`config.mk`:
```
export PLATFORM = sky130hd
export DESIGN_NAME = oss_top
export DESIGN_NICKNAME = d
export VERILOG_FILES = /design/src/pkg/oss_pkg.sv /design/src/rtl/oss_top.sv
export SDC_FILE = /design/constraint.sdc
export NUM_CORES = 1
export LEC_CHECK = 0
export BUFFER_PORTS_ARGS = -buffer_cell sky130_fd_sc_hd__buf_2
export CAP_MARGIN = 20
export CORE_ASPECT_RATIO = 1.5
export CORE_MARGIN = 1
export CORE_UTILIZATION = 50
export DETAILED_ROUTE_END_ITERATION = 16
export GPL_ROUTABILITY_DRIVEN = 0
export PLACE_DENSITY = 0.85
export SKIP_CTS_REPAIR_TIMING = 1
export SYNTH_ARGS = -nofsm -noshare
export SYNTH_HDL_FRONTEND = slang
export SYNTH_SLANG_ARGS = --single-unit
```
`constraint.sdc`:
```
create_clock -name clk -period 4.9 [get_ports clk]
set_input_delay 0.245 -clock clk [delete_from_list [all_inputs] [get_ports clk]]
set_output_delay 0.245 -clock clk [all_outputs]
set_load 0.01 [all_outputs]
```
`src/pkg/oss_pkg.sv`:
```
// constants and types for the oscillator selection and status block
package oss_pkg;
  localparam logic [11:0] OSS_OFF_CUR    = 12'h000;
  localparam logic [11:0] OSS_OFF_CTRL   = 12'h004;
  localparam logic [11:0] OSS_OFF_STAT   = 12'h008;
  localparam logic [11:0] OSS_OFF_FORCE  = 12'h00C;
  localparam logic [11:0] OSS_OFF_FREQ   = 12'h010;
  localparam int OSS_HOLD_BIT = 7;
  localparam int OSS_PWR_BIT  = 6;
  localparam int OSS_DONE_BIT = 4;
  localparam int OSS_NRDY_BIT = 3;
  localparam logic [2:0] OSS_SRC_EXT    = 3'h7;
  localparam logic [2:0] OSS_SRC_HF     = 3'h6;
  localparam logic [2:0] OSS_SRC_LF     = 3'h5;
  localparam logic [2:0] OSS_SRC_SEC    = 3'h4;
  localparam logic [2:0] OSS_SRC_EXTPLL = 3'h2;
  localparam logic [2:0] OSS_SRC_HFPLL  = 3'h1;
  localparam logic [2:0] OSS_FUSE_HF1M  = 3'h6;
  localparam logic [2:0] OSS_FUSE_HF32M = 3'h0;
  localparam logic [2:0] OSS_FRQ_4M     = 3'h2;
  localparam logic [2:0] OSS_FRQ_32M    = 3'h6;
  localparam logic [2:0] OSS_FRQ_RSVD   = 3'h7;
  localparam logic [3:0] OSS_DIV_MAX    = 4'h9;
  localparam logic [5:0] OSS_FORCE_MASK = 6'h3F;
  typedef struct packed {
    logic ext;
    logic hf;
    logic mf;
    logic lf;
    logic sec;
    logic conv;
  } oss_osc_t;
  typedef enum logic [2:0] {
    OSS_ST_IDLE = 3'b001,
    OSS_ST_WAIT = 3'b010,
    OSS_ST_HELD = 3'b100
  } oss_state_t;
endpackage

```
`src/rtl/oss_top.sv`:
```
// oscillator selection, clock switch sequencing and status registers
`timescale 1ns/100ps
module oss_top
  import oss_pkg::*;
(
  input  wire logic        clk,
  input  wire logic        reset_n,
  input  wire logic        hsel,
  input  wire logic [31:0] haddr,
  input  wire logic [1:0]  htrans,
  input  wire logic        hwrite,
  input  wire logic [2:0]  hsize,
  input  wire logic [31:0] hwdata,
  input  wire logic        hready,
  output logic [31:0]      hrdata,
  output logic             hreadyout,
  output logic             hresp,
  input  wire logic [2:0]  requested_source_sel,
  input  wire logic [3:0]  requested_divider_sel,
  input  wire logic [2:0]  reset_source_fuse,
  input  wire oss_osc_t    osc_ready_in,
  input  wire logic        pll_enabled,
  input  wire logic        pll_locked,
  output logic             switch_irq_flag,
  output logic             clock_switched,
  output oss_osc_t         osc_force_on,
  output logic             secondary_osc_high_power,
  output logic [2:0]       fast_internal_freq,
  output logic [2:0]       eff_source,
  output logic [9:0]       eff_divide_ratio,
  output logic [9:0]       pll_mult_sel
);
  // source 011 and 000 fold onto 110
  function automatic logic [2:0] oss_norm(input logic [2:0] s);
    oss_norm = (s == 3'h3 || s == 3'h0) ? OSS_SRC_HF : s;
  endfunction

  function automatic logic oss_src_rdy(input logic [2:0] s, input oss_osc_t r, input logic p);
    case (oss_norm(s))
      OSS_SRC_EXT:    oss_src_rdy = r.ext;
      OSS_SRC_HF:     oss_src_rdy = r.hf;
      OSS_SRC_LF:     oss_src_rdy = r.lf;
      OSS_SRC_SEC:    oss_src_rdy = r.sec;
      OSS_SRC_EXTPLL: oss_src_rdy = r.ext & p;
      OSS_SRC_HFPLL:  oss_src_rdy = r.hf & p;
      default:        oss_src_rdy = r.hf;
    endcase
  endfunction

  logic [2:0]  cur_src_r;
  logic [3:0]  cur_div_r;
  logic        hold_r;
  logic        pwr_r;
  logic        nrdy_r;
  logic        init_r;
  oss_osc_t    force_r;
  logic [2:0]  freq_r;
  oss_state_t  st_r;
  oss_state_t  st_nxt;
  logic        ap_wr_r;
  logic [11:0] ap_addr_r;

  // pll input must match the pll source being used
  wire         pll_in_rdy = (oss_norm(requested_source_sel) == OSS_SRC_EXTPLL) ?
                            osc_ready_in.ext : osc_ready_in.hf;
  wire         pll_rdy    = pll_enabled & pll_locked & pll_in_rdy;
  wire         differ     = (requested_source_sel != cur_src_r) ||
                            (requested_divider_sel != cur_div_r);
  wire         new_rdy    = oss_src_rdy(requested_source_sel, osc_ready_in, pll_rdy);
  wire         do_switch  = differ & new_rdy & ~hold_r & ~init_r;
  wire         rise_rdy   = (st_r == OSS_ST_WAIT) & differ & new_rdy;
  wire         ap_take    = hsel & hready & htrans[1];
  wire         wr_en      = ap_wr_r;
  wire [7:0]   wb         = hwdata[7:0];
  wire [7:0]   rd_cur     = {1'b0, cur_src_r, cur_div_r};
  wire [7:0]   rd_ctrl    = {hold_r, pwr_r, 1'b0, ~differ, nrdy_r & differ, 3'b000};
  wire [7:0]   rd_stat    = {osc_ready_in.ext, osc_ready_in.hf, osc_ready_in.mf,
                             osc_ready_in.lf, osc_ready_in.sec, osc_ready_in.conv,
                             1'b0, pll_rdy};
  wire [7:0]   rd_force   = {force_r, 2'b00};
  wire [7:0]   rd_freq    = {5'h00, freq_r};
  // reserved divider codes saturate so the ratio output never wraps to zero
  wire [3:0]   div_sat    = (cur_div_r > OSS_DIV_MAX) ? OSS_DIV_MAX : cur_div_r;
  wire [2:0]   freq_rst   = (reset_source_fuse == OSS_FUSE_HF32M) ? OSS_FRQ_32M : OSS_FRQ_4M;

  // wait collects a pending request; held parks a ready switch until software lets go
  // leaving held needs the request restored or the hold bit cleared
  always_comb begin
    st_nxt = st_r;
    case (st_r)
      OSS_ST_IDLE: if (differ) st_nxt = OSS_ST_WAIT;
      OSS_ST_WAIT: begin
        if (!differ) st_nxt = OSS_ST_IDLE;
        else if (new_rdy && hold_r) st_nxt = OSS_ST_HELD;
        else if (do_switch) st_nxt = OSS_ST_IDLE;
      end
      OSS_ST_HELD: if (!differ || do_switch) st_nxt = OSS_ST_IDLE;
      default: st_nxt = OSS_ST_IDLE;
    endcase
  end

  always_ff @(posedge clk or negedge reset_n) begin
    if (!reset_n) begin
      ap_wr_r   <= 1'b0;
      ap_addr_r <= 12'h000;
      hrdata    <= 32'h0000_0000;
    end else begin
      ap_wr_r   <= ap_take & hwrite;
      ap_addr_r <= ap_take ? haddr[11:0] : ap_addr_r;
      hrdata    <= (ap_take & ~hwrite) ? {24'h00_0000, rd_next(haddr[11:0])} : hrdata;
    end
  end

  // read data is fetched in the address phase so it stands with zero wait
  function automatic logic [7:0] rd_next(input logic [11:0] a);
    rd_next = (a == OSS_OFF_CUR)   ? rd_cur   :
              (a == OSS_OFF_CTRL)  ? rd_ctrl  :
              (a == OSS_OFF_STAT)  ? rd_stat  :
              (a == OSS_OFF_FORCE) ? rd_force :
              (a == OSS_OFF_FREQ)  ? rd_freq  : 8'h00;
  endfunction

  always_ff @(posedge clk or negedge reset_n) begin
    if (!reset_n) begin
      hreadyout <= 1'b1;
      hresp     <= 1'b0;
    end else begin
      hreadyout <= 1'b1;
      hresp     <= 1'b0;
    end
  end

  // init_r lets the current fields copy the request on the first edge after reset
  always_ff @(posedge clk or negedge reset_n) begin
    if (!reset_n) begin
      init_r    <= 1'b1;
      cur_src_r <= 3'h0;
      cur_div_r <= 4'h0;
      st_r      <= OSS_ST_IDLE;
    end else begin
      init_r <= 1'b0;
      st_r   <= init_r ? OSS_ST_IDLE : st_nxt;
      if (init_r || do_switch) begin
        cur_src_r <= requested_source_sel;
        cur_div_r <= requested_divider_sel;
      end
    end
  end

  always_ff @(posedge clk or negedge reset_n) begin
    if (!reset_n) begin
      nrdy_r          <= 1'b0;
      switch_irq_flag <= 1'b0;
      clock_switched  <= 1'b0;
    end else begin
      // hardware clears new-source-ready at the switch; it stays set for as long as a ready switch is held
      nrdy_r          <= differ & new_rdy & ~do_switch & ~init_r;
      switch_irq_flag <= rise_rdy;
      clock_switched  <= do_switch;
    end
  end

  always_ff @(posedge clk or negedge reset_n) begin
    if (!reset_n) begin
      hold_r <= 1'b0;
      pwr_r  <= 1'b0;
    end else if (wr_en && ap_addr_r == OSS_OFF_CTRL) begin
      hold_r <= wb[OSS_HOLD_BIT];
      pwr_r  <= wb[OSS_PWR_BIT];
    end
  end

  always_ff @(posedge clk or negedge reset_n) begin
    if (!reset_n) begin
      force_r <= '0;
    end else if (wr_en && ap_addr_r == OSS_OFF_FORCE) begin
      force_r <= wb[7:2] & OSS_FORCE_MASK;
    end
  end

  // fuse is a level caught on the first edge after release
  always_ff @(posedge clk or negedge reset_n) begin
    if (!reset_n) begin
      freq_r <= OSS_FRQ_4M;
    end else if (init_r) begin
      freq_r <= freq_rst;
    end else if (wr_en && ap_addr_r == OSS_OFF_FREQ) begin
      freq_r <= wb[2:0];
    end
  end

  always_ff @(posedge clk or negedge reset_n) begin
    if (!reset_n) begin
      osc_force_on             <= '0;
      secondary_osc_high_power <= 1'b0;
      fast_internal_freq       <= OSS_FRQ_4M;
      eff_source               <= OSS_SRC_HF;
      eff_divide_ratio         <= 10'h001;
      pll_mult_sel             <= 10'h000;
    end else begin
      osc_force_on             <= force_r;
      secondary_osc_high_power <= pwr_r;
      fast_internal_freq       <= freq_r;
      eff_source               <= oss_norm(cur_src_r);
      eff_divide_ratio         <= 10'(10'h001 << div_sat);
      pll_mult_sel             <= (oss_norm(cur_src_r) == OSS_SRC_EXTPLL) ? 10'h004 :
                                  (oss_norm(cur_src_r) == OSS_SRC_HFPLL) ? 10'h002 :
                                  10'h001;
    end
  end

  done_equal_a: assert property (@(posedge clk) disable iff (!reset_n)
    ##1 (rd_ctrl[OSS_DONE_BIT] == (requested_source_sel == cur_src_r &&
    requested_divider_sel == cur_div_r))) else $error("done bit mismatch");
  nrdy_only_a: assert property (@(posedge clk) disable iff (!reset_n)
    rd_ctrl[OSS_NRDY_BIT] |-> differ) else $error("ready outside switch");
  hold_blocks_a: assert property (@(posedge clk) disable iff (!reset_n)
    (hold_r && differ && !init_r) |=> $stable(cur_src_r)) else $error("held switch moved");
  switch_done_a: assert property (@(posedge clk) disable iff (!reset_n)
    do_switch |=> (cur_src_r == $past(requested_source_sel)) && clock_switched)
    else $error("switch did not update");
  reset_copy_a: assert property (@(posedge clk) disable iff (!reset_n)
    init_r |=> cur_div_r == $past(requested_divider_sel)) else $error("reset copy lost");
  pll_rdy_a: assert property (@(posedge clk) disable iff (!reset_n)
    !pll_enabled |-> !rd_stat[0]) else $error("pll ready while off");
  irq_pair_a: assert property (@(posedge clk) disable iff (!reset_n)
    rise_rdy |=> switch_irq_flag) else $error("switch flag missing");
  div_ratio_a: assert property (@(posedge clk) disable iff (!reset_n)
    ##1 (cur_div_r == 4'h9) |=> eff_divide_ratio == 10'h200) else $error("bad divide");
  fold_code_a: assert property (@(posedge clk) disable iff (!reset_n)
    ##1 (cur_src_r == 3'h0) |=> eff_source == OSS_SRC_HF) else $error("reserved code");
  freq_rst_a: assert property (@(posedge clk) disable iff (!reset_n)
    (init_r && reset_source_fuse == OSS_FUSE_HF32M) |=> freq_r == OSS_FRQ_32M)
    else $error("freq reset wrong");

  // checks below watch only what this block drives; the request, fuse and
  // ready inputs are free levels from neighbouring logic
  // register images, output copies and the switch sequence each get their own
  // group so a failure points at one path
  // limitation: the bus side is only checked for single word transfers

  // zero wait and okay: masters may rely on it
  bus_okay_a: assert property (@(posedge clk) disable iff (!reset_n)
    hreadyout && !hresp)
    else $error("bus answer not okay");

  // unmapped offsets read back as zero
  read_zero_a: assert property (@(posedge clk) disable iff (!reset_n)
    (hsel && hready && htrans[1] && !hwrite && haddr[11:0] > OSS_OFF_FREQ) |=> hrdata == '0)
    else $error("unmapped read not zero");

  // registers are a byte wide; the rest of the word reads zero
  word_upper_a: assert property (@(posedge clk) disable iff (!reset_n)
    hrdata[31:8] == 24'h00_0000)
    else $error("upper read bits set");

  // software writes never reach the current fields
  cur_ro_a: assert property (@(posedge clk) disable iff (!reset_n)
    (!init_r && !do_switch) |=> $stable(cur_src_r) && $stable(cur_div_r))
    else $error("current moved without switch");

  // the divider follows the request at the switch as well
  switch_div_a: assert property (@(posedge clk) disable iff (!reset_n)
    do_switch |=> cur_div_r == $past(requested_divider_sel))
    else $error("divider not updated");

  // the flag is a one cycle event for the neighbouring flag register
  irq_pulse_a: assert property (@(posedge clk) disable iff (!reset_n)
    switch_irq_flag |=> !switch_irq_flag)
    else $error("switch flag too long");

  // a held switch shows ready and raises the flag together
  held_ready_a: assert property (@(posedge clk) disable iff (!reset_n)
    (rise_rdy && hold_r) |=> nrdy_r && switch_irq_flag)
    else $error("held ready missing");

  // ready bit is gone once the switch has happened
  nrdy_clear_a: assert property (@(posedge clk) disable iff (!reset_n)
    clock_switched |-> !nrdy_r)
    else $error("ready kept after switch");

  // no ready report while the requested source is not ready
  nrdy_wait_a: assert property (@(posedge clk) disable iff (!reset_n)
    !new_rdy |=> !nrdy_r)
    else $error("ready before source");

  // only software clears the hold bit
  hold_keep_a: assert property (@(posedge clk) disable iff (!reset_n)
    (hold_r && !(wr_en && ap_addr_r == OSS_OFF_CTRL)) |=> hold_r)
    else $error("hold lost");

  // an unlocked pll is never reported ready
  pll_lock_a: assert property (@(posedge clk) disable iff (!reset_n)
    !pll_locked |-> !rd_stat[0])
    else $error("pll ready unlocked");

  // an external pll request needs the external oscillator up
  pll_input_a: assert property (@(posedge clk) disable iff (!reset_n)
    (oss_norm(requested_source_sel) == OSS_SRC_EXTPLL && !osc_ready_in.ext) |-> !rd_stat[0])
    else $error("pll ready without input");

  // external source through the pll multiplies by four
  pll_ext_a: assert property (@(posedge clk) disable iff (!reset_n)
    (cur_src_r == OSS_SRC_EXTPLL) |=> pll_mult_sel == 10'h004)
    else $error("pll x4 wrong");

  // fast internal source through the pll multiplies by two
  pll_fast_a: assert property (@(posedge clk) disable iff (!reset_n)
    (cur_src_r == OSS_SRC_HFPLL) |=> pll_mult_sel == 10'h002)
    else $error("pll x2 wrong");

  // reserved divider codes keep the largest ratio
  div_sat_a: assert property (@(posedge clk) disable iff (!reset_n)
    (cur_div_r > OSS_DIV_MAX) |=> eff_divide_ratio == 10'h200)
    else $error("reserved divide wrong");

  // force bits reach the oscillators one edge after the register
  force_out_a: assert property (@(posedge clk) disable iff (!reset_n)
    1'b1 |=> osc_force_on == $past(force_r))
    else $error("force output lags");

  // power mode reaches the secondary oscillator one edge later
  power_out_a: assert property (@(posedge clk) disable iff (!reset_n)
    1'b1 |=> secondary_osc_high_power == $past(pwr_r))
    else $error("power output lags");

  // frequency code reaches the oscillator one edge later
  freq_out_a: assert property (@(posedge clk) disable iff (!reset_n)
    1'b1 |=> fast_internal_freq == $past(freq_r))
    else $error("freq output lags");

  // any other fuse code starts the fast oscillator at the 4 MHz code
  freq_fuse_a: assert property (@(posedge clk) disable iff (!reset_n)
    (init_r && reset_source_fuse != OSS_FUSE_HF32M) |=> freq_r == OSS_FRQ_4M)
    else $error("freq default wrong");

  // the reset copy happens once only
  init_once_a: assert property (@(posedge clk) disable iff (!reset_n)
    !init_r |=> !init_r)
    else $error("reset copy repeated");

  // the sequencer is always in exactly one state
  state_hot_a: assert property (@(posedge clk) disable iff (!reset_n)
    $onehot(st_r))
    else $error("state not one hot");

  // a written hold bit stands from the next edge
  hold_write_a: assert property (@(posedge clk) disable iff (!reset_n)
    (wr_en && ap_addr_r == OSS_OFF_CTRL) |=> hold_r == $past(wb[OSS_HOLD_BIT]))
    else $error("hold write lost");
endmodule
```
== Yosys cells after proc, flatten, opt, wreduce, memory -nomap -nowiden ==
Cells that the tools add are included.

* $lt $le $gt $ge: 1
* Muxes and demuxes: 22
* Equality and inequality tests: 24
* Shift-type cells: 1
* Bitwise operators: 21
* Reductions and logical operators: 16

{| class="wikitable"
|+ Operators by type and width
! operator !! count
|-
| $mux 3 || 13
|-
| $eq 12x4->1 const B || 3
|-
| $mux 8 || 4
|-
| $eq 12x3->1 const B || 2
|-
| $eq 12x5->1 const B || 2
|-
| $and 1x1->1 || 16
|-
| $eq 3x2->1 const B || 5
|-
| $eq 3x3->1 const B || 4
|-
| $logic_not 12->1 || 1
|-
| $shl 1x4->10 const A || 1
|-
| $eq 3x1->1 const B || 3
|-
| $logic_not 3->1 || 3
|-
| $pmux 3 s3 || 1
|-
| $ne 3x3->1 const B || 2
|-
| $logic_or 1x1->1 || 5
|-
| $ne 5x5->1 const B || 1
|-
| $not 1->1 || 5
|-
| $pmux 1 s5 || 1
|-
| $gt 4x4->1 const B || 1
|-
| $logic_and 1x1->1 || 4
|-
| $mux 4 || 1
|-
| $ne 4x4->1 || 1
|-
| $ne 3x3->1 || 1
|-
| $reduce_and 3->1 || 1
|-
| 4 further kinds || 4
|}

* Output and inout port bits: 69
* Register bits after elaboration: 72

== Logic depth before layout (Yosys ltp) ==
* Depth in word-level cells: 16
* Mapped depth: 7
* Depth with buffers taken out: 5

== Worst setup path after synthesis ==
Ideal clock, no wire load.

* Path type: register to register
* Start: register cur_div_r[0]
* End: register cur_div_r[0]
* Cell stages (with the launch flop): 8
* Library setup time: 0.125 ns
* Data arrival time: 1.764 ns
* Period minus slack after synthesis: 1.889 ns
* Slack: 3.011 ns
* Buffers on the path: 2
* Cells stage by stage: dfrtp_1 -> clkbuf_1 -> xnor2_1 -> nand4_1 -> nor4_1 -> o31a_1 -> buf_6 -> mux2_4

* Longest elaborated chain between the ends: 6

{| class="wikitable"
|+ RTL lines
! element !! line !! source
|-
| start, declared || oss_top.sv:51 || <nowiki>logic [3:0] cur_div_r;</nowiki>
|-
| start signal, assigned || oss_top.sv:145 || <nowiki>cur_div_r <= requested_divider_sel;</nowiki>
|-
| $ne 4x4->1 || oss_top.sv:68 || <nowiki>(requested_divider_sel != cur_div_r);</nowiki>
|-
| $logic_or 1x1->1 || oss_top.sv:67 || <nowiki>wire differ = (requested_source_sel != cur_src_r) ||</nowiki>
|-
| $and 1x1->1 (3 in series) || oss_top.sv:70 || <nowiki>wire do_switch = differ & new_rdy & ~hold_r & ~init_r;</nowiki>
|-
| $logic_or 1x1->1 || oss_top.sv:143 || <nowiki>if (init_r || do_switch) begin</nowiki>
|}

Every way passes these cells.
A chain may end at the register's enable or synchronous reset.

== Worst setup path in the final report ==
Ends and elaborated chain as after synthesis.

==> impl_metrics.json <==
{
  "min_period_ps": 2365,
  "place_ws_ps": 2544,
  "critPathLaunchType": "flop",
  "cts_tree": "built",
  "status": "completed",
  "area_growth_pct": 14.44,
  "cp.arrival_ps": 2590,
  "ys_ff_latch": 72,
  "placed_area_um2": 3671,
  "grt_max_degree": 73,
  "antenna_found_initial": 0,
  "num_rows": 36,
  "die_y_um": 102.5,
  "wl_um": 6564,
  "yosysSeqAreaShare_pct": 53.73,
  "layout.nets": 451,
  "fp.dieW_um": 69.03,
  "dr.pass1.iters": 4,
  "final.period_utilization_pct": 48.26,
  "rsz0062_at_grt": "false",
  "clock_sinks": 72,
  "r2r-start": "cur_div_r[0]",
  "core-area_um2": 6486,
  "clockRootBuffer": "clkbuf_8",
  "drt_iter0_markers": 111,
  "cp.required_ps": 5120,
  "drc": 0,
  "setup_violations": 0,
  "grt_pass1_wl_um": 10370,
  "crit_type": "flop to flop",
  "pin_count": 161,
  "cts_buffer_depth": 2,
  "max_slew_margin_pct": 42.38,
  "instances_no_fill": 440,
  "setup_ws_ps": 2535,
  "io_buffers": 79,
  "die_area_um2": 7078,
  "syn-mean-instance-area_um2": 11.99,
  "postSynth.asyncResetShare_pct": 100.0,
  "worstMarginPinSlew_ps": 864.2,
  "dpl.cell_count": 424,
  "drv_slew": 0,
  "ant_nets": 0,
  "cap_violations": 0,
  "cellPowerDensity_nw_per_um2": 332.5,
  "cts_buffers": 9,
  "synth_area_um2": 3369,
  "fmaxAchievable_mhz": 422.9,
  "start_util_pct": 51.95,
  "insertion_delay_ps": 340,
  "hp-class": "primary input to async pin",
  "fin_skew_ps": 9.128,
  "p_leak_nw": 1.907,
  "clkTransAtPathRegs_ps": 70,
  "dpl.hpwl_um": 4966,
  "cp-end-kind": "flop",
  "grt_pass1_vias": 2236,
  "fin_setup_tns_ps": 0,
  "crit_fanout": 8,
  "htree_levels": 3,
  "synth_cell_types": 53,
  "dominantRegCellSynth": "dfrtp_1",
  "num_antenna_cells": 0,
  "synth_edf_count": 0,
  "gr-usage-all-layers_pct": 19.12,
  "wire_per_inst_um": 14.92,
  "final_cell_area_um2": 3856,
  "vias": 2276,
  "via_per_inst": 5.173,
  "drive_gt1_share_pct": 38.74,
  "overflow": 0,
  "peakVddDrop_mv": 0.2500,
  "hold_violations": 0,
  "ys_warn_count": 0,
  "syn_inst": 281,
  "worstSetupStartpoint": "cur_div_r[0]"
}
-- where the power goes --
group	internal [mW]	switching [mW]	leakage [nW]	total (mW)
logic	0.0827	0.0901	0.924	0.173
registers	0.644	0.0375	0.890	0.681
clock network	0.225	0.203	0.0927	0.428
-- registers in the layout, indices dropped and copies added, names as in the netlist, 3 cells and up --
register and flops:
osc_force_on 6, st_r 3, cur_div_r 4, ap_addr_r 12, pll_mult_sel 3, eff_source 3, eff_divide_ratio 10, force_r 6
fast_internal_freq 3, hrdata 8, cur_src_r 3, freq_r 3
-- path summary, 6_finish.rpt --
| path | depth (start not counted) | slack, ps | to |
|---|---|---|---|
| hold / removal | 2 | 100 | pll_mult_sel[1] |
| max in group asynchronous | 2 | 4230 | secondary_osc_high_power |
| min in group clk | 3 | 140 | freq_r[1] |
| setup reg to reg | 5 | 2540 | cur_div_r[0] |
| setup / recovery | 5 | 2540 | cur_div_r[0] |
| hold reg to reg | 0 | 380 | fast_internal_freq[1] |
-- metal layers --
metal / wire length (um) / global-route usage [%] / vias to the layer above / share of wire [%]
met2: 3578 / 35.55 / 92 / 55
met1: 2457 / 20.36 / 1106 / 37
met3: 369 / 3.812 / 14 / 5.6
met5: 0 / 0 / - / 0
met4: 159 / 10.52 / 0 / 2.4
li1: - / - / 1064 / -
-- critical path: stages (launching register included) --
cell and delay [ps]:
dfrtp_1 520, xnor2_1 160, nand4_1 110, nor4_1 590, o31a_1 510, mux2_4 340
-- cell type report --
type | count | area, um^2
fillers | 555 | 2630
flip-flops and latches | 72 | 1810
multi-input cells | 187 | 1329
repair buffers | 80 | 402.9
clock buffers | 14 | 172.7
well taps | 76 | 95.09
inverters | 9 | 33.78
clock inverters | 2 | 12.51
-- synthesized netlist by cell type (all sizes together), types with 2 or more instances --
master | instances | share of area (%)
a211oi | 4 | 1.2
nor3b | 2 | 0.45
nand3b | 3 | 0.67
dfstp | 7 | 5.5
nand2b | 7 | 1.3
dfrtp | 65 | 48
inv | 9 | 1.0
o21ai | 7 | 1.0
a22oi | 2 | 0.45
xnor2 | 6 | 1.6
or2 | 3 | 0.56
a21oi | 3 | 0.45
nor2 | 15 | 1.7
o31a | 2 | 0.52
mux2 | 28 | 10
o32ai | 2 | 0.74
conb | 2 | 0.22
or3 | 2 | 0.37
nor4 | 6 | 1.1
and2 | 2 | 0.37
nor2b | 3 | 0.63
mux4 | 2 | 1.3
buf | 37 | 8.5
xor2 | 3 | 0.78
mux2i | 6 | 1.8
a22o | 2 | 0.52
nand3 | 4 | 0.59
nor3 | 9 | 1.3
clkbuf | 8 | 0.89
nand2 | 13 | 1.4
-- cell usage in the layout, fill, tap and decap left out, types with 7 or more instances in the layout --
cell and n:
dfrtp_1 65, clkbuf_8 12, buf_2 79, dfstp_2 7, inv_1 9, nor2_1 15, conb_1 34, mux2_4 7
nor3_1 9, o21ai_0 7, nand2_1 13, mux2_2 21, nand2b_1 7
-- cells by family after synthesis --
logic type | share of synthesized area, %
other | 0.2229
AND/OR/NAND/NOR | 12.74
AO/OA/AOI/OAI | 7.315
XOR/XNOR | 2.340
buffers and inverters | 10.40
multiplexers | 13.26
flip-flops | 53.73
-- per-stage QoR --
stage | power (mW) | utilization [%] | hold WS, ps
after CTS | 1.294 | 59.45 | 131.4
after global placement | 0.8543 | 56.60 | 368.6
final | 1.282 | 59.45 | 99.46
after global routing | 1.343 | 59.45 | 139.7
after floorplan | 0.8164 | - | -50.59
after detailed placement | 0.8663 | 56.60 | 371.7
(Power assumes the default switching activity.)
